==> src/pmc_pkg.sv <==
package pmc_pkg;

  // ----------------------------------------------------------------------
  // Register map (byte addresses, one aligned word each)
  // ----------------------------------------------------------------------
  localparam logic [7:0]  CTRL_ADDR   = 8'h00;
  localparam logic [7:0]  CMD_ADDR    = 8'h04;
  localparam logic [7:0]  STATUS_ADDR = 8'h08;

  // ----------------------------------------------------------------------
  // Field positions
  // ----------------------------------------------------------------------
  localparam int CTRL_SLOW_BIT    = 0;
  localparam int CTRL_DIV_LSB     = 1;
  localparam int CTRL_OSC_IRQ_BIT = 3;
  localparam int CMD_WAIT_BIT   = 0;
  localparam int CMD_HALT_BIT   = 1;

  // ----------------------------------------------------------------------
  // Reset values and encodings
  // ----------------------------------------------------------------------
  localparam logic [3:0]  CTRL_RESET      = 4'h0;
  localparam logic [1:0]  MASK_ALL_ENABLE = 2'b10;
  localparam int          WAKE_SRC_W      = 7;
  localparam logic [31:0] SHORT_DELAY     = 32'h0000_0100;
  localparam logic [31:0] LONG_DELAY      = 32'h0000_1000;

  // Bus answers
  localparam logic [1:0]  RESP_OKAY   = 2'b00;
  localparam logic [1:0]  RESP_SLVERR = 2'b10;

  // Power modes, one-hot
  typedef enum logic [5:0] {
    MODE_RUN       = 6'b00_0001,
    MODE_WAIT      = 6'b00_0010,
    MODE_ACT_HALT  = 6'b00_0100,
    MODE_HALT      = 6'b00_1000,
    MODE_SETTLE    = 6'b01_0000,
    MODE_WDG_RESET = 6'b10_0000
  } mode_t;

endpackage : pmc_pkg

==> src/power_mode_controller.sv <==
// Functional notes
// - After reset the block runs in Run mode from the undivided master clock.
// - Slow select plus two-bit field divides master clock by 2, 4, 8 or 16.
// - Wait entered while slow is active keeps the divided clock on peripherals.
// - Wait instruction stops the CPU clock; peripherals keep running.
// - Entering Wait forces the interrupt mask level to binary 10.
// - Wait ends only on interrupt or reset; CPU then takes the vector.
// - CPU core stacks the condition codes before servicing; mask restored on pop.
// - Halt instruction enters Halt if oscillator irq enable is 0, else Active Halt.
// - Active Halt exits with no delay on time base or permitted wake irq; reset exit goes through settle.
// - Reset exit from Active Halt applies settle delay before vector fetch.
// - Entering either halt forces mask to 10; pending wake exits at once.
// - In Active Halt only oscillator and time-base counter keep running.
// - With oscillator irq enable set, Active Halt never causes a watchdog reset.
// - Settle delay length, 256 or 4096 cycles, comes from a non-volatile option.
// - Leaving Halt restarts oscillator at once; CPU resumes after settle delay.
// - In Halt the oscillator stops and all internal clocks stop.
// - Watchdog option decides whether halt with watchdog enabled resets the device.
// - Only time base, four external groups, serial peripheral and reset wake halt.
`timescale 1ns/1ns

module power_mode_controller #(
  parameter int unsigned SHORT_CYCLES = 256,
  parameter int unsigned LONG_CYCLES  = 4096
) (
  input  wire logic        aclk,
  input  wire logic        aresetn,
  // AXI4-Lite slave
  input  wire logic [7:0]  s_axi_awaddr,
  input  wire logic        s_axi_awvalid,
  output logic             s_axi_awready,
  input  wire logic [31:0] s_axi_wdata,
  input  wire logic [3:0]  s_axi_wstrb,
  input  wire logic        s_axi_wvalid,
  output logic             s_axi_wready,
  output logic [1:0]       s_axi_bresp,
  output logic             s_axi_bvalid,
  input  wire logic        s_axi_bready,
  input  wire logic [7:0]  s_axi_araddr,
  input  wire logic        s_axi_arvalid,
  output logic             s_axi_arready,
  output logic [31:0]      s_axi_rdata,
  output logic [1:0]       s_axi_rresp,
  output logic             s_axi_rvalid,
  input  wire logic        s_axi_rready,
  // CPU core side
  input  wire logic        wait_for_interrupt_op,
  input  wire logic        halt_op,
  input  wire logic [1:0]  cond_mask_level,
  output logic             cond_mask_force,
  output logic [1:0]       cond_mask_value,
  output logic             cpu_run,
  output logic             vector_fetch,
  // Wake sources: [0] time base, [4:1] external groups, [5] serial, [6] other
  input  wire logic [6:0]  irq_req,
  input  wire logic        watchdog_active,
  input  wire logic        watchdog_stop_option,
  input  wire logic        long_delay_option,
  input  wire logic        ext_reset_req,
  // Clock controller side
  output logic             osc_enable,
  output logic             cpu_clk_en,
  output logic             periph_clk_en,
  output logic             timebase_clk_en,
  output logic             watchdog_reset
);

  // ----------------------------------------------------------------------
  // Control register and state
  // ----------------------------------------------------------------------
  logic [3:0]         ctrl_q;
  pmc_pkg::mode_t     mode_q;
  logic [12:0]        settle_cnt_q;
  logic               settle_irq_q;
  logic [3:0]         div_cnt_q;
  logic               slow_q;
  logic               wake_any;
  logic               halt_wake;
  logic               tick;
  logic [3:0]         div_mask;
  logic [12:0]        settle_len;

  wire slow_mode_select       = ctrl_q[pmc_pkg::CTRL_SLOW_BIT];
  wire [1:0] slow_divider_select = ctrl_q[pmc_pkg::CTRL_DIV_LSB +: 2];
  wire oscillator_irq_enable  = ctrl_q[pmc_pkg::CTRL_OSC_IRQ_BIT];

  // Any enabled interrupt wakes Wait; only the permitted set wakes halts
  assign wake_any  = |irq_req;
  assign halt_wake = |irq_req[5:0];
  assign settle_len = long_delay_option ? 13'(LONG_CYCLES) : 13'(SHORT_CYCLES);

  // ----------------------------------------------------------------------
  // Slow clock divider
  // ----------------------------------------------------------------------
  // Divide by 2, 4, 8 or 16 selects how many counter bits must be all ones
  always_comb begin
    unique case (slow_divider_select)
      2'd0:    div_mask = 4'b0001;
      2'd1:    div_mask = 4'b0011;
      2'd2:    div_mask = 4'b0111;
      default: div_mask = 4'b1111;
    endcase
  end

  // Tick is one master-clock enable pulse per slow period
  assign tick = !slow_q || ((div_cnt_q & div_mask) == div_mask);

  always_ff @(posedge aclk) begin
    if (!aresetn) begin
      div_cnt_q <= 4'h0;
      slow_q    <= 1'b0;
    end else begin
      div_cnt_q <= div_cnt_q + 4'h1;
      // Slow select only takes effect on a divided-period boundary
      if (tick) begin
        slow_q <= slow_mode_select;
      end
    end
  end

  // ----------------------------------------------------------------------
  // AXI4-Lite slave
  // ----------------------------------------------------------------------
  logic       aw_got_q;
  logic       w_got_q;
  logic [7:0] awaddr_q;
  logic [31:0] wdata_q;
  logic [3:0] wstrb_q;
  logic       wr_fire;

  assign wr_fire = aw_got_q && w_got_q && !s_axi_bvalid;

  // Address and data may arrive in either order; each is held until both are in
  always_ff @(posedge aclk) begin
    if (!aresetn) begin
      aw_got_q      <= 1'b0;
      w_got_q       <= 1'b0;
      awaddr_q      <= 8'h00;
      wdata_q       <= 32'h0000_0000;
      wstrb_q       <= 4'h0;
      s_axi_awready <= 1'b0;
      s_axi_wready  <= 1'b0;
      s_axi_bvalid  <= 1'b0;
      s_axi_bresp   <= pmc_pkg::RESP_OKAY;
    end else begin
      s_axi_awready <= !aw_got_q && !s_axi_awready && s_axi_awvalid;
      s_axi_wready  <= !w_got_q && !s_axi_wready && s_axi_wvalid;
      if (s_axi_awvalid && s_axi_awready) begin
        aw_got_q <= 1'b1;
        awaddr_q <= s_axi_awaddr;
      end
      if (s_axi_wvalid && s_axi_wready) begin
        w_got_q <= 1'b1;
        wdata_q <= s_axi_wdata;
        wstrb_q <= s_axi_wstrb;
      end
      if (wr_fire) begin
        aw_got_q     <= 1'b0;
        w_got_q      <= 1'b0;
        s_axi_bvalid <= 1'b1;
        s_axi_bresp  <= (awaddr_q == pmc_pkg::CTRL_ADDR || awaddr_q == pmc_pkg::CMD_ADDR)
                        ? pmc_pkg::RESP_OKAY : pmc_pkg::RESP_SLVERR;
      end else if (s_axi_bvalid && s_axi_bready) begin
        s_axi_bvalid <= 1'b0;
      end
    end
  end

  // Software commands share the instruction inputs as extra request sources
  wire sw_wait = wr_fire && awaddr_q == pmc_pkg::CMD_ADDR && wstrb_q[0]
                 && wdata_q[pmc_pkg::CMD_WAIT_BIT];
  wire sw_halt = wr_fire && awaddr_q == pmc_pkg::CMD_ADDR && wstrb_q[0]
                 && wdata_q[pmc_pkg::CMD_HALT_BIT];

  // Control register: slow select, divider field, oscillator irq enable
  always_ff @(posedge aclk) begin
    if (!aresetn) begin
      ctrl_q <= pmc_pkg::CTRL_RESET;
    end else if (wr_fire && awaddr_q == pmc_pkg::CTRL_ADDR && wstrb_q[0]) begin
      ctrl_q <= wdata_q[3:0];
    end
  end

  // Read channel: one word per request, unmapped addresses answer SLVERR
  always_ff @(posedge aclk) begin
    if (!aresetn) begin
      s_axi_arready <= 1'b0;
      s_axi_rvalid  <= 1'b0;
      s_axi_rdata   <= 32'h0000_0000;
      s_axi_rresp   <= pmc_pkg::RESP_OKAY;
    end else begin
      s_axi_arready <= !s_axi_arready && !s_axi_rvalid && s_axi_arvalid;
      if (s_axi_arvalid && s_axi_arready) begin
        s_axi_rvalid <= 1'b1;
        s_axi_rresp  <= pmc_pkg::RESP_OKAY;
        unique case (s_axi_araddr)
          pmc_pkg::CTRL_ADDR:   s_axi_rdata <= {28'h000_0000, ctrl_q};
          pmc_pkg::CMD_ADDR:    s_axi_rdata <= 32'h0000_0000;
          pmc_pkg::STATUS_ADDR: s_axi_rdata <= {12'h000, settle_cnt_q, slow_q, mode_q};
          default: begin
            s_axi_rdata <= 32'h0000_0000;
            s_axi_rresp <= pmc_pkg::RESP_SLVERR;
          end
        endcase
      end else if (s_axi_rvalid && s_axi_rready) begin
        s_axi_rvalid <= 1'b0;
      end
    end
  end

  // ----------------------------------------------------------------------
  // Power mode sequencer
  // ----------------------------------------------------------------------
  wire do_wait = wait_for_interrupt_op || sw_wait;
  wire do_halt = halt_op || sw_halt;

  always_ff @(posedge aclk) begin
    if (!aresetn || ext_reset_req && mode_q != pmc_pkg::MODE_ACT_HALT
                                  && mode_q != pmc_pkg::MODE_HALT) begin
      mode_q       <= pmc_pkg::MODE_RUN;
      settle_cnt_q <= 13'h0000;
      settle_irq_q <= 1'b0;
    end else begin
      unique case (mode_q)
        pmc_pkg::MODE_RUN: begin
          if (do_halt) begin
            if (oscillator_irq_enable) begin
              mode_q <= pmc_pkg::MODE_ACT_HALT;
            end else if (watchdog_active && !watchdog_stop_option) begin
              mode_q <= pmc_pkg::MODE_WDG_RESET;
            end else begin
              mode_q <= pmc_pkg::MODE_HALT;
            end
          end else if (do_wait) begin
            mode_q <= pmc_pkg::MODE_WAIT;
          end
        end
        pmc_pkg::MODE_WAIT: begin
          if (wake_any) begin
            mode_q <= pmc_pkg::MODE_RUN;
          end
        end
        pmc_pkg::MODE_ACT_HALT: begin
          if (ext_reset_req) begin
            mode_q       <= pmc_pkg::MODE_SETTLE;
            settle_cnt_q <= settle_len;
            settle_irq_q <= 1'b0;
          end else if (halt_wake) begin
            mode_q <= pmc_pkg::MODE_RUN;
          end
        end
        pmc_pkg::MODE_HALT: begin
          if (ext_reset_req || halt_wake) begin
            mode_q       <= pmc_pkg::MODE_SETTLE;
            settle_cnt_q <= settle_len;
            settle_irq_q <= !ext_reset_req;
          end
        end
        pmc_pkg::MODE_SETTLE: begin
          // Count CPU cycles so the delay scales with the slow divider
          if (tick) begin
            settle_cnt_q <= settle_cnt_q - 13'h0001;
            if (settle_cnt_q == 13'h0001) begin
              mode_q <= pmc_pkg::MODE_RUN;
            end
          end
        end
        pmc_pkg::MODE_WDG_RESET: begin
          mode_q <= pmc_pkg::MODE_RUN;
        end
        default: mode_q <= pmc_pkg::MODE_RUN;
      endcase
    end
  end

  // ----------------------------------------------------------------------
  // Clock gating and core handshakes, all registered
  // ----------------------------------------------------------------------
  // Gates follow the mode register and the divided tick, so they only
  // change on master clock edges and cannot chop a clock pulse
  always_ff @(posedge aclk) begin
    if (!aresetn) begin
      osc_enable      <= 1'b1;
      cpu_clk_en      <= 1'b1;
      periph_clk_en   <= 1'b1;
      timebase_clk_en <= 1'b1;
      cond_mask_force <= 1'b0;
      cond_mask_value <= pmc_pkg::MASK_ALL_ENABLE;
      cpu_run         <= 1'b1;
      vector_fetch    <= 1'b0;
      watchdog_reset  <= 1'b0;
    end else begin
      osc_enable      <= mode_q != pmc_pkg::MODE_HALT;
      cpu_clk_en      <= tick && mode_q == pmc_pkg::MODE_RUN;
      periph_clk_en   <= tick && (mode_q == pmc_pkg::MODE_RUN
                                  || mode_q == pmc_pkg::MODE_WAIT);
      timebase_clk_en <= mode_q != pmc_pkg::MODE_HALT
                         && mode_q != pmc_pkg::MODE_SETTLE;
      // Mask forced to 10 for one cycle on each low-power entry
      cond_mask_force <= mode_q == pmc_pkg::MODE_RUN && !ext_reset_req
                         && (do_wait || do_halt);
      cond_mask_value <= pmc_pkg::MASK_ALL_ENABLE;
      cpu_run         <= mode_q == pmc_pkg::MODE_RUN;
      // Pulse when the core may take the interrupt or reset vector
      vector_fetch    <= (mode_q == pmc_pkg::MODE_WAIT && wake_any)
                      || (mode_q == pmc_pkg::MODE_ACT_HALT && halt_wake && !ext_reset_req)
                      || (mode_q == pmc_pkg::MODE_SETTLE && tick
                          && settle_cnt_q == 13'h0001);
      watchdog_reset  <= mode_q == pmc_pkg::MODE_WDG_RESET;
    end
  end

endmodule : power_mode_controller

==> config.mk <==
export PLATFORM = sky130hd
export DESIGN_NAME = power_mode_controller
export DESIGN_NICKNAME = d
export VERILOG_FILES = /design/src/pmc_pkg.sv /design/src/power_mode_controller.sv
export SDC_FILE = /design/constraint.sdc
export NUM_CORES = 1
export LEC_CHECK = 0
export ABC_AREA = 1
export CAP_MARGIN = 20
export CELL_PAD_IN_SITES_DETAIL_PLACEMENT = 0
export CELL_PAD_IN_SITES_GLOBAL_PLACEMENT = 2
export CORE_MARGIN = 4
export CORE_UTILIZATION = 37
export CTS_BUF_LIST = sky130_fd_sc_hd__clkbuf_4
export DETAILED_ROUTE_END_ITERATION = 6
export DONT_BUFFER_PORTS = 1
export PLACE_DENSITY = 0.89
export SYNTH_ARGS = -nofsm -noshare
export SYNTH_HDL_FRONTEND = slang
export SYNTH_SLANG_ARGS = --single-unit
==> constraint.sdc <==
create_clock -name aclk -period 3.7 [get_ports aclk]
set_input_delay 0.185 -clock aclk [delete_from_list [all_inputs] [get_ports aclk]]
set_output_delay 0.185 -clock aclk [all_outputs]
set_load 0.02 [all_outputs]
=== Word level (Yosys, flattened, before mapping) ===
Cells that the tools add are included.

* Flip-flop bits (word level): 92
* Bits of input ports: 74
* Output and inout port bits: 51

* Add/subtract/negate cells: 2
* Equality and inequality tests: 23
* Muxes and demuxes: 24
* Bitwise operators: 2
* Reduce and logical (&&, ||, !) cells: 65

{| class="wikitable"
|+ Operators with widths
! kind !! count
|-
| $mux W6 || 10
|-
| $mux W13 || 4
|-
| $pmux W20 S2 || 1
|-
| $pmux W13 S3 || 1
|-
| $logic_and A1 B1 Y1 || 32
|-
| $pmux W6 S5 || 1
|-
| $eq A8 B3 Y1 const B || 2
|-
| $logic_not A8 Y1 || 2
|-
| $eq A13 B1 Y1 const B || 1
|-
| $sub A13 B1 Y13 const B || 1
|-
| $pmux W4 S3 || 1
|-
| $logic_not A1 Y1 || 11
|-
| $logic_or A1 B1 Y1 || 10
|-
| $ne A2 B2 Y1 const B || 5
|-
| $eq A8 B4 Y1 const B || 1
|-
| $reduce_or A7 Y1 || 1
|-
| $eq A6 B1 Y1 const B || 1
|-
| $eq A6 B2 Y1 const B || 1
|-
| $eq A6 B3 Y1 const B || 1
|-
| $eq A6 B4 Y1 const B || 1
|-
| $eq A6 B5 Y1 const B || 1
|-
| $eq A6 B6 Y1 const B || 1
|-
| $ne A3 B3 Y1 const B || 2
|-
| $ne A6 B3 Y1 const B || 1
|-
| 18 further kinds || 23
|}

=== Longest topological paths before layout ===
Gate-level depths: netlist of the first run.

* Depth after elaboration: 9
* Depth in mapped cells: 11
* Depth with buffers taken out: 11

=== Least setup slack after synthesis of the first run ===
Ideal clock, no wire load.

* Path kind: reg-to-reg
* Start point: register s_axi_bvalid
* End point: register mode_q[4]
* Setup time: 115 ps
* Arrival time: 1383 ps
* Path slack: 2202 ps
* Cell stages (with the launch flop): 11
* Path buffers: 0
* Clock period less this slack: 1498 ps
* Cells stage by stage: dfxtp_1 -> inv_1 -> nand3_1 -> nor2_1 -> nand3_1 -> nand2_1 -> nor2_1 -> nand2_2 -> nand3_1 -> nand2_1 -> nor2_1

* Word-level cells in the longest chain between the ends: 8
* Elaborated cells on any way between the ends: 12
* Those cells by class: eq/ne: 1; mux: 2; reduce/logical: 9

{| class="wikitable"
|+ RTL lines
! item !! line !! source
|-
| from (decl) || power_mode_controller.sv:37 || <nowiki>output logic s_axi_bvalid,</nowiki>
|-
| from (signal assigned) || power_mode_controller.sv:143 || <nowiki>s_axi_bvalid <= 1'b0;</nowiki>
|-
| from (signal assigned) || power_mode_controller.sv:160 || <nowiki>s_axi_bvalid <= 1'b1;</nowiki>
|-
| from (signal assigned) || power_mode_controller.sv:164 || <nowiki>s_axi_bvalid <= 1'b0;</nowiki>
|-
| $logic_not A1 Y1 (*) || power_mode_controller.sv:131 || <nowiki>assign wr_fire = aw_got_q && w_got_q && !s_axi_bvalid;</nowiki>
|-
| $logic_and A1 B1 Y1 (*) || power_mode_controller.sv:131 ||
|-
| $logic_and A1 B1 Y1 (*) (2 in a row) || power_mode_controller.sv:170, power_mode_controller.sv:172 ||
|-
| $logic_and A1 B1 Y1 (on tied branches) || power_mode_controller.sv:171, power_mode_controller.sv:173 ||
|-
| $logic_or A1 B1 Y1 (on tied branches) || power_mode_controller.sv:214, power_mode_controller.sv:215 ||
|-
| $ne A3 B3 Y1 (no line) / $mux W6 (equally long branches) || -- ||
|-
| $reduce_and A6 Y1 (no line) / $pmux W6 S5 (equally long branches) || -- ||
|-
| to (signal assigned) || power_mode_controller.sv:220 || <nowiki>mode_q <= pmc_pkg::MODE_RUN;</nowiki>
|-
| to (signal assigned) || power_mode_controller.sv:228 || <nowiki>mode_q <= pmc_pkg::MODE_ACT_HALT;</nowiki>
|-
| to (signal assigned) || power_mode_controller.sv:230 || <nowiki>mode_q <= pmc_pkg::MODE_WDG_RESET;</nowiki>
|-
| to (decl) || power_mode_controller.sv:72 || <nowiki>pmc_pkg::mode_t mode_q;</nowiki>
|}

Mark *: on every way between the ends. The rest lies on a longest branch, timed or not.
A chain may end at the register's enable or synchronous reset.

=== Final worst setup path of the first run ===
* Start point: register mode_q[3]
* End point: register settle_cnt_q[0]

* Word-level cells in the longest chain between the ends: 4
* Elaborated cells on any way between the ends: 14
* Those cells by class: eq/ne: 8; mux: 1; reduce/logical: 5

{| class="wikitable"
|+ RTL lines
! item !! line !! source
|-
| branches (longest 4 deep; another with $eq A6 B3 Y1) || -- ||
|-
| to (signal assigned) || power_mode_controller.sv:246 || <nowiki>settle_cnt_q <= settle_len;</nowiki>
|-
| to (signal assigned) || power_mode_controller.sv:255 || <nowiki>settle_cnt_q <= settle_len;</nowiki>
|-
| to (signal assigned) || power_mode_controller.sv:262 || <nowiki>settle_cnt_q <= settle_cnt_q - 13'h0001;</nowiki>
|-
| to (decl) || power_mode_controller.sv:73 || <nowiki>logic [12:0] settle_cnt_q;</nowiki>
|}

Parallel ways; which one is timed is not known.

==> results of run 1 <==
==> tightest hold or removal path, cell delays in order <==
cell and delay [ns]:
inv_1 0.03, nand2_1 0.07, nor2_1 0.08, nor4_1 0.05
==> power by group <==
part	total, mW	switching (mW)	internal (mW)
combinational	0.172	0.108	0.0640
clock	0.588	0.307	0.281
sequential	0.925	0.0505	0.875
total	1.69	0.465	1.22
==> metrics by stage <==
| step | cell area, um^2 | total power, mW | utilization | instances | setup slack (ns) |
|---|---|---|---|---|---|
| after floorplan | 3670 | 1.07 | - | 527 | 2.20 |
| after global placement | 3650 | 1.08 | 0.390 | 627 | 1.75 |
| after detailed placement | 3650 | 1.08 | 0.390 | 627 | 1.75 |
| after CTS | 4060 | 1.70 | 0.433 | 667 | 1.70 |
| after global routing | 4100 | 1.77 | 0.438 | 670 | 1.44 |
| final | 4100 | 1.69 | 0.438 | 670 | 1.70 |
==> timing repair <==
action                    4_1_cts  5_1_grt
gates resized for setup         0        0
hold buffers                   24        1
setup buffers                   0        0
hold endpoints to repair       53        1
==> state kept, by name, indices dropped and copies added (netlist names), 4 cells and up <==
| name | flops |
|---|---|
| s_axi_rdata | 20 |
| ctrl_q | 4 |
| settle_cnt_q | 13 |
| div_cnt_q | 4 |
| mode_q | 6 |
| wdata_q | 4 |
| awaddr_q | 8 |
==> final timing paths <==
check                        startpoint         endpoint  slack (ns)  cells past startpoint
setup / recovery              mode_q[3]  settle_cnt_q[0]        1.70                      8
hold / removal    wait_for_interrupt_op  cond_mask_force        0.03                      4
setup reg to reg              mode_q[3]  settle_cnt_q[0]        1.70                      8
hold reg to reg                aw_got_q    s_axi_awready        0.46                      1
==> cell type report <==
type                    count  area [um^2]
diodes                      1         2.50
clock buffers              10         75.1
clock inverters             6         85.1
fillers                   999         5270
inverters                  46          173
multi-input cells         372         1740
flip-flops and latches     78         1560
well taps                 129          161
repair buffers             28          303
==> per-layer routing <==
metal / global-route usage / routed length, um / vias up
met5: 0 / 0 / -
met4: 0.0493 / 95 / 0
met3: 0.0542 / 705 / 6
met2: 0.241 / 3740 / 102
met1: 0.226 / 4520 / 1431
li1: - / - / 1672
==> logic make-up after synthesis <==
logic type / after synthesis / share of synthesized area
simple gates: 249 / 0.298
compound gates: 97 / 0.139
flops: 78 / 0.432
buf+inv: 77 / 0.102
xor+xnor: 7 / 0.0169
fa+ha+maj: 3 / 0.0104
other cells: 2 / 0.00208
==> cell usage after synthesis, drive strengths merged <==
cell    count  share of area
inv        45          0.047
a211oi      1         0.0021
conb        2         0.0021
nand4       5         0.0086
or2         3         0.0052
o41ai       1         0.0024
a21oi      46          0.064
nand2      99           0.10
clkinv      1         0.0010
nor2      100           0.11
nor4        3         0.0052
o211ai      4         0.0083
buf        21          0.044
ha          3          0.010
nand3b      4         0.0083
nand3      27          0.044
xor2        4         0.0097
clkbuf     10          0.010
nor3        8          0.011
a31oi       1         0.0017
o21ai      44          0.061
dfxtp      78           0.43
xnor2       3         0.0073
==> impl_metrics.json, run 1 <==
{
  "drc_errors": 0,
  "die_x_um": 107,
  "area_growth_pct": 13.3,
  "io_pins": 125,
  "max_slew.worst_pin.slew_ns": 0.656,
  "rsz0062_at_grt": "no",
  "critPathMostFrequentCell": "nor2_2",
  "power.density_nw_per_um2": 411,
  "grt_usage": 0.164,
  "dieArea_um2": 11400,
  "path_cells": "nor2_2 > nand2_1 > nor2_2 > buf_4 > nand3_2 > nand4_1 > o21ai_0 > nor2_1",
  "vias_per_cell": 4.79,
  "cts_buffers": 9,
  "wl_um": 9070,
  "grt_pass1_wl_um": 14800,
  "min-delay-path-class": "input pin to flop",
  "worstPathRequired_ns": 3.99,
  "whs_ns": 0.0336,
  "crit_type": "flop to flop",
  "cts-root-buf": "clkbuf_4",
  "outcome": "finished, final reports clean",
  "port_buffers": 0,
  "critPathMaxStageDelay_ns": 0.45,
  "critPathMaxFanout": 11,
  "vias": 3211,
  "layout.cells.most_common": "nand2_1",
  "cp_top_family": "simple AND/OR/NAND/NOR gates",
  "relSlewSlack": 0.559,
  "synth.distinct_cells": 31,
  "place.gp.congestion": 0.838,
  "start_util": 0.386,
  "drive_gt1_frac": 0.0685,
  "grt_max_degree": 49,
  "syn_area_um2": 3620,
  "ys_warn_count": 0,
  "grt.overflow.total": 0,
  "h-tree-depth": 3,
  "cts_buffer_depth": 2,
  "final_cell_mix": "nand2_1 (96), nor2_1 (94), dfxtp_1 (78)",
  "core_um2": 9370,
  "finalHoldViolations": 0,
  "nets": 612,
  "dr.pass1.iters": 5,
  "max_freq_mhz": 501,
  "start_kind": "flop",
  "synthCells": 513,
  "worst-path-buf-inv": 1,
  "dpl.hpwl_um": 6420,
  "worst_ep_arrival_time_ns": 2.29,
  "wire_per_inst_um": 13.5,
  "antenna_found_initial": 1,
  "ys_seq_elements": 78,
  "crit_slowest_cell": "dfxtp_1",
  "path_clk_slew_ns": 0.13,
  "avgSynthCellArea_um2": 7.05,
  "setup_tns_ns": 0,
  "worst_setup_path_end_kind": "flop",
  "drtIter0Drc": 200,
  "numClockSinks": 78,
  "die_y_um": 107,
  "grt_pass1_vias": 2980,
  "clock_latency_ns": 0.42,
  "skew_ns": 0.0257,
  "cts_tree": "yes",
  "fin_crit_ns": 2.00,
  "rows": 35,
  "finalSetupViolCount": 0,
  "ys_seq_area_frac": 0.432,
  "ant_nets": 0,
  "timing.final.crit_share": 0.540,
  "leakage_nw": 1.75,
  "ir_drop_uv": 199,
  "slew_viol_final": 0,
  "maxCapViolCount": 0
}
Power figures use the tool's default switching activity.
==> run 2, diff against run 1 <==
Settings changed: CORE_UTILIZATION 37 to 35, PLACE_DENSITY 0.89 to 0.85.
Clock period 3.7 ns to 1.92 ns, I/O delays scaled along.
==> run 2 against run 1 <==
Total power up 100%. Sequential power increased by 92%. Non-clock buffer count increased by 19. Die area is 5.3% higher. Clock skew decreased by 0.0099 ns. Sequential cell count stayed put. Critical path type is now input pin to flop. Largest cell class unchanged.
==> impl_metrics.json, run 2 (synthesized netlist as in run 1, its figures left out) <==
{
  "outcome": "finished, final reports clean",
  "cts_buffers": 9,
  "grt_usage": 0.165,
  "grt.overflow.total": 0,
  "max_slew.worst_pin.slew_ns": 0.502,
  "h-tree-depth": 3,
  "io_pins": 125,
  "path_cells": "dlygate4sd3_1 > nor2_2 > dlygate4sd3_1 > nand2_1 > a211oi_1 > dlygate4sd3_1 > a21oi_1",
  "critPathMostFrequentCell": "dlygate4sd3_1",
  "dpl_cell_area_um2": 3740,
  "crit_type": "input pin to flop",
  "critPathMaxStageDelay_ns": 0.58,
  "skew_ns": 0.0157,
  "largest_register": "s_axi_rdata",
  "die_y_um": 110,
  "cts_buffer_depth": 2,
  "rsz0062_at_grt": "no",
  "wl_um": 9420,
  "cts_tree": "yes",
  "reg2reg_setup_slack_ns": 0.22,
  "relSlewSlack": 0.663,
  "numClockSinks": 78,
  "finalHoldViolations": 0,
  "worstPathRequired_ns": 2.24,
  "ir_drop_uv": 292,
  "grt_pass1_vias": 3177,
  "antenna_found_initial": 2,
  "critPathMaxFanout": 2,
  "dpl.hpwl_um": 6630,
  "core_um2": 9910,
  "worst_setup_path_end_kind": "flop",
  "grt_pass1_wl_um": 15500,
  "max_freq_mhz": 538,
  "ant_nets": 0,
  "drive_gt1_frac": 0.0894,
  "timing.final.crit_share": 0.968,
  "multi_input_area_um2": 1740,
  "finalInstanceArea_um2": 4290,
  "drc_errors": 0,
  "nets": 631,
  "clock_latency_ns": 0.44,
  "fillers": 1049,
  "area_growth_pct": 18.6,
  "grt_max_degree": 50,
  "vias_per_cell": 4.75,
  "path_clk_slew_ns": 0.12,
  "vias": 3289,
  "power.density_nw_per_um2": 796,
  "fin_crit_ns": 1.86,
  "maxCapViolCount": 0,
  "dr.pass1.iters": 5,
  "largest_reg_flops": 20,
  "finalSetupViolCount": 0,
  "leakage_nw": 1.84,
  "worst_ep_arrival_time_ns": 2.17,
  "port_buffers": 0,
  "layout.cells.most_common": "nand2_1",
  "setup_tns_ns": 0,
  "cts-root-buf": "clkbuf_4",
  "start_util": 0.365,
  "min-delay-path-class": "input pin to flop",
  "place.gp.congestion": 0.836,
  "start_kind": "input pin",
  "drtIter0Drc": 199,
  "wire_per_inst_um": 13.6,
  "dieArea_um2": 12000,
  "final_cell_mix": "nand2_1 (96), nor2_1 (93), dfxtp_1 (78)",
  "rows": 36,
  "slew_viol_final": 0,
  "crit_slowest_cell": "dlygate4sd3_1",
  "reg_top3": "s_axi_rdata: 20 flops, settle_cnt_q: 13 flops, awaddr_q: 8 flops",
  "die_x_um": 110,
  "register_area_um2": 1560
}
run 2: cell type report:
cell class / instances / share of cell area
clock buffer: 9 / 0.0157
sequential: 78 / 0.364
clock inverter: 7 / 0.0280
inverter: 46 / 0.0402
multi-input combinational: 372 / 0.406
tap: 133 / 0.0388
timing repair buffer: 47 / 0.107
antenna: 1 / 0.000583
run 2: what timing repair did:
action / CTS / global route
endpoints found under the hold margin: 58 / 0
buffers inserted: 0 / 1
setup endpoints to repair: 0 / 5
hold buffers: 33 / 0
resized for setup: 0 / 1
run 2: worst max-delay path, delay by kind of cell:
family          cells  cell delay, ns
compound gates      2            0.22
buf+inv             3            1.68
simple gates        2            0.17
run 2: per-layer routing:
metal	part of all wire	GRT usage	wire length [um]
met4	0.014	0.0543	135
met3	0.085	0.0476	801
met1	0.49	0.228	4610
met2	0.41	0.248	3880
met5	0	0	0
run 2: final timing paths:
check,to,cells past startpoint,startpoint
setup reg to reg,mode_q[2],10,s_axi_bvalid
hold / removal,s_axi_rdata[1],5,s_axi_araddr[2]
setup / recovery,s_axi_rresp[1],7,s_axi_araddr[6]
hold reg to reg,s_axi_awready,1,aw_got_q
run 2: report_power, final:
group	internal, mW	leakage [nW]	switching [mW]
registers	1.69	0.635	0.0962
logic	0.147	1.11	0.215
clock network	0.663	0.0965	0.607
total	2.50	1.84	0.919
run 2: through the flow:
step                std cells  hold WS (ns)  total power, mW  utilization  setup WS (ns)
global route              693        0.0509             3.59        0.433         0.0125
finish                    693        0.0399             3.42        0.433         0.0614
floorplan                 527         0.174             2.06            -          0.422
CTS                       691      0.000799             3.46        0.431         0.0945
global placement          642         0.178             2.10        0.377          0.210
detailed placement        642         0.178             2.11        0.377          0.206
==> run 3, diff against run 2 <==
Settings changed: PLACE_DENSITY 0.85 to 0.83, SLEW_MARGIN from default to 20.
==> run 3 against run 2 <==
Non-clock buffer count up 4. Sequential power is essentially flat. Die area is the same. Sequential share of layout area grew 0.36 points. Combinational power decreased by 1%. First-iteration DRC count is 28% lower. Sequential cell count is the same. Register-to-register slack barely moved. Final cell count is 0.14% higher. Utilization is 0.43 points lower. Critical path depth stayed put. Clock power decreased by 26%. Critical path type unchanged. Largest power group unchanged.
==> impl_metrics.json, run 3 (synthesized netlist as in run 1, its figures left out) <==
{
  "outcome": "finished, final reports clean",
  "place.gp.congestion": 0.784,
  "grt_max_degree": 50,
  "setup.worst_path.start": "s_axi_araddr[4]",
  "finalInstanceArea_um2": 4250,
  "skew_ns": 0.0124,
  "dpl.hpwl_um": 6570,
  "port_buffers": 0,
  "vias_per_cell": 4.70,
  "wire_per_inst_um": 13.3,
  "fin_crit_ns": 1.85,
  "grt_pass1_wl_um": 15400,
  "grt.overflow.total": 0,
  "numClockSinks": 78,
  "max_freq_mhz": 540,
  "combPwrFrac": 0.117,
  "grt_pass1_vias": 3149,
  "nets": 635,
  "start_kind": "input pin",
  "drive_gt1_frac": 0.0891,
  "r2r-start": "mode_q[4]",
  "worst_setup_path_end_kind": "flop",
  "ir_drop_uv": 243,
  "finalSetupViolCount": 0,
  "wl_um": 9250,
  "worstPathRequired_ns": 2.23,
  "cts_buffers": 9,
  "leakage_nw": 1.83,
  "clock_latency_ns": 0.41,
  "worst_ep_arrival_time_ns": 2.16,
  "dp_slack_ns": 0.143,
  "cts_tree": "yes",
  "p_sw_uw": 838,
  "min-delay-path-class": "input pin to flop",
  "grt_usage": 0.166,
  "h-tree-depth": 3,
  "crit_slowest_cell": "dlygate4sd3_1",
  "critPathMaxStageDelay_ns": 0.58,
  "path_clk_slew_ns": 0.12,
  "ant_nets": 0,
  "cts-root-buf": "clkbuf_4",
  "die_x_um": 110,
  "maxCapViolCount": 0,
  "hold_start": "s_axi_awvalid",
  "dieArea_um2": 12000,
  "path_cells": "dlygate4sd3_1 > nor2_2 > dlygate4sd3_1 > nand2_1 > a211oi_1 > dlygate4sd3_1 > a21oi_1",
  "timing.final.crit_share": 0.965,
  "finalHoldViolations": 0,
  "diodes": 0,
  "antenna_found_initial": 0,
  "rows": 36,
  "final_cell_mix": "nand2_1 (96), nor2_1 (92), dfxtp_1 (78)",
  "p_int_mw": 2.24,
  "drtIter0Drc": 144,
  "vias": 3260,
  "rsz0062_at_grt": "no",
  "die_y_um": 110,
  "io_pins": 125,
  "reg2reg_setup_slack_ns": 0.21,
  "crit_type": "input pin to flop",
  "dr.pass1.iters": 4,
  "critPathMostFrequentCell": "dlygate4sd3_1",
  "clock_power_share": 0.304,
  "power.density_nw_per_um2": 724,
  "layout.cells.most_common": "nand2_1",
  "cts_buffer_depth": 2,
  "reg_top3": "s_axi_rdata: 20 flops, settle_cnt_q: 13 flops, awaddr_q: 8 flops",
  "core_um2": 9910,
  "critPathMaxFanout": 2,
  "largest_reg_flops": 20,
  "sw_frac_of_total": 0.272,
  "dpl_cell_area_um2": 3750,
  "start_util": 0.365,
  "worst_slack_ns": 0.0672,
  "area_growth_pct": 17.4,
  "drc_errors": 0,
  "setup_tns_ns": 0,
  "largest_register": "s_axi_rdata",
  "slew_viol_final": 0,
  "seqPwrFrac": 0.579
}
==> run 3: cell count changes in the layout (fill, tap and decap cells not counted) <==
cell           change
diode_2            -1
clkinvlp_4         -1
nor2_4             +1
buf_12             -1
clkinv_1           +2
buf_4              +4
inv_6              -1
dlygate4sd3_1      +1
bufinv_16          -2
nor2_1             -1
clkinv_2           -1
clkinv_4           -1
clkbuf_4           +2
==> run 3: stage by stage <==
stage / power (mW) / util / instances / hold slack (ns)
3_3_place_gp: 2.10 / 0.378 / 643 / 0.178
3_5_place_dp: 2.10 / 0.378 / 643 / 0.179
4_1_cts: 3.12 / 0.426 / 691 / 0.00873
6_report: 3.08 / 0.429 / 694 / 0.0307
2_1_floorplan: 2.06 / - / 527 / 0.174
5_1_grt: 3.25 / 0.429 / 694 / 0.0505
==> run 3: metal layers <==
| layer | part of all wire | up-vias | global-route usage | wire, um |
|---|---|---|---|---|
| li1 | - | 1715 | - | - |
| met5 | 0 | - | 0 | 0 |
| met4 | 0.016 | 0 | 0.0579 | 147 |
| met2 | 0.40 | 98 | 0.248 | 3730 |
| met1 | 0.49 | 1433 | 0.230 | 4560 |
| met3 | 0.088 | 14 | 0.0440 | 811 |
==> run 3: cell type report <==
class,instances,area [um^2]
clock buffers,11,82.6
repair buffers,51,478
multi-input cells,372,1750
inverters,46,173
flip-flops and latches,78,1560
fillers,1055,5660
well taps,133,166
clock inverters,3,37.5
==> run 3: final timing paths <==
path	to	cells after the start
min reg2reg	s_axi_wready	1
min	awaddr_q[2]	2
max	s_axi_rresp[1]	7
max reg2reg	settle_cnt_q[1]	9
==> run 3: power by group through the flow <==
stage / combinational [mW] / clock (mW) / sequential (mW)
after floorplan: 0.260 / 0 / 1.80
after global placement: 0.281 / 0 / 1.82
after detailed placement: 0.285 / 0 / 1.82
after CTS: 0.358 / 0.983 / 1.78
after global routing: 0.414 / 1.04 / 1.79
final: 0.359 / 0.935 / 1.78
==> run 3: critical path: cells and delay by family <==
kind            cells  cell delay (ns)
buf+inv             3             1.68
simple gates        2             0.17
compound gates      2             0.22
==> run 3: what timing repair did <==
item                       in CTS  in global routing
hold buffers                   34                  0
setup endpoints to repair       0                  9
setup buffers                   0                  3
hold endpoints to repair       58                  0
gates resized for setup         0                  3
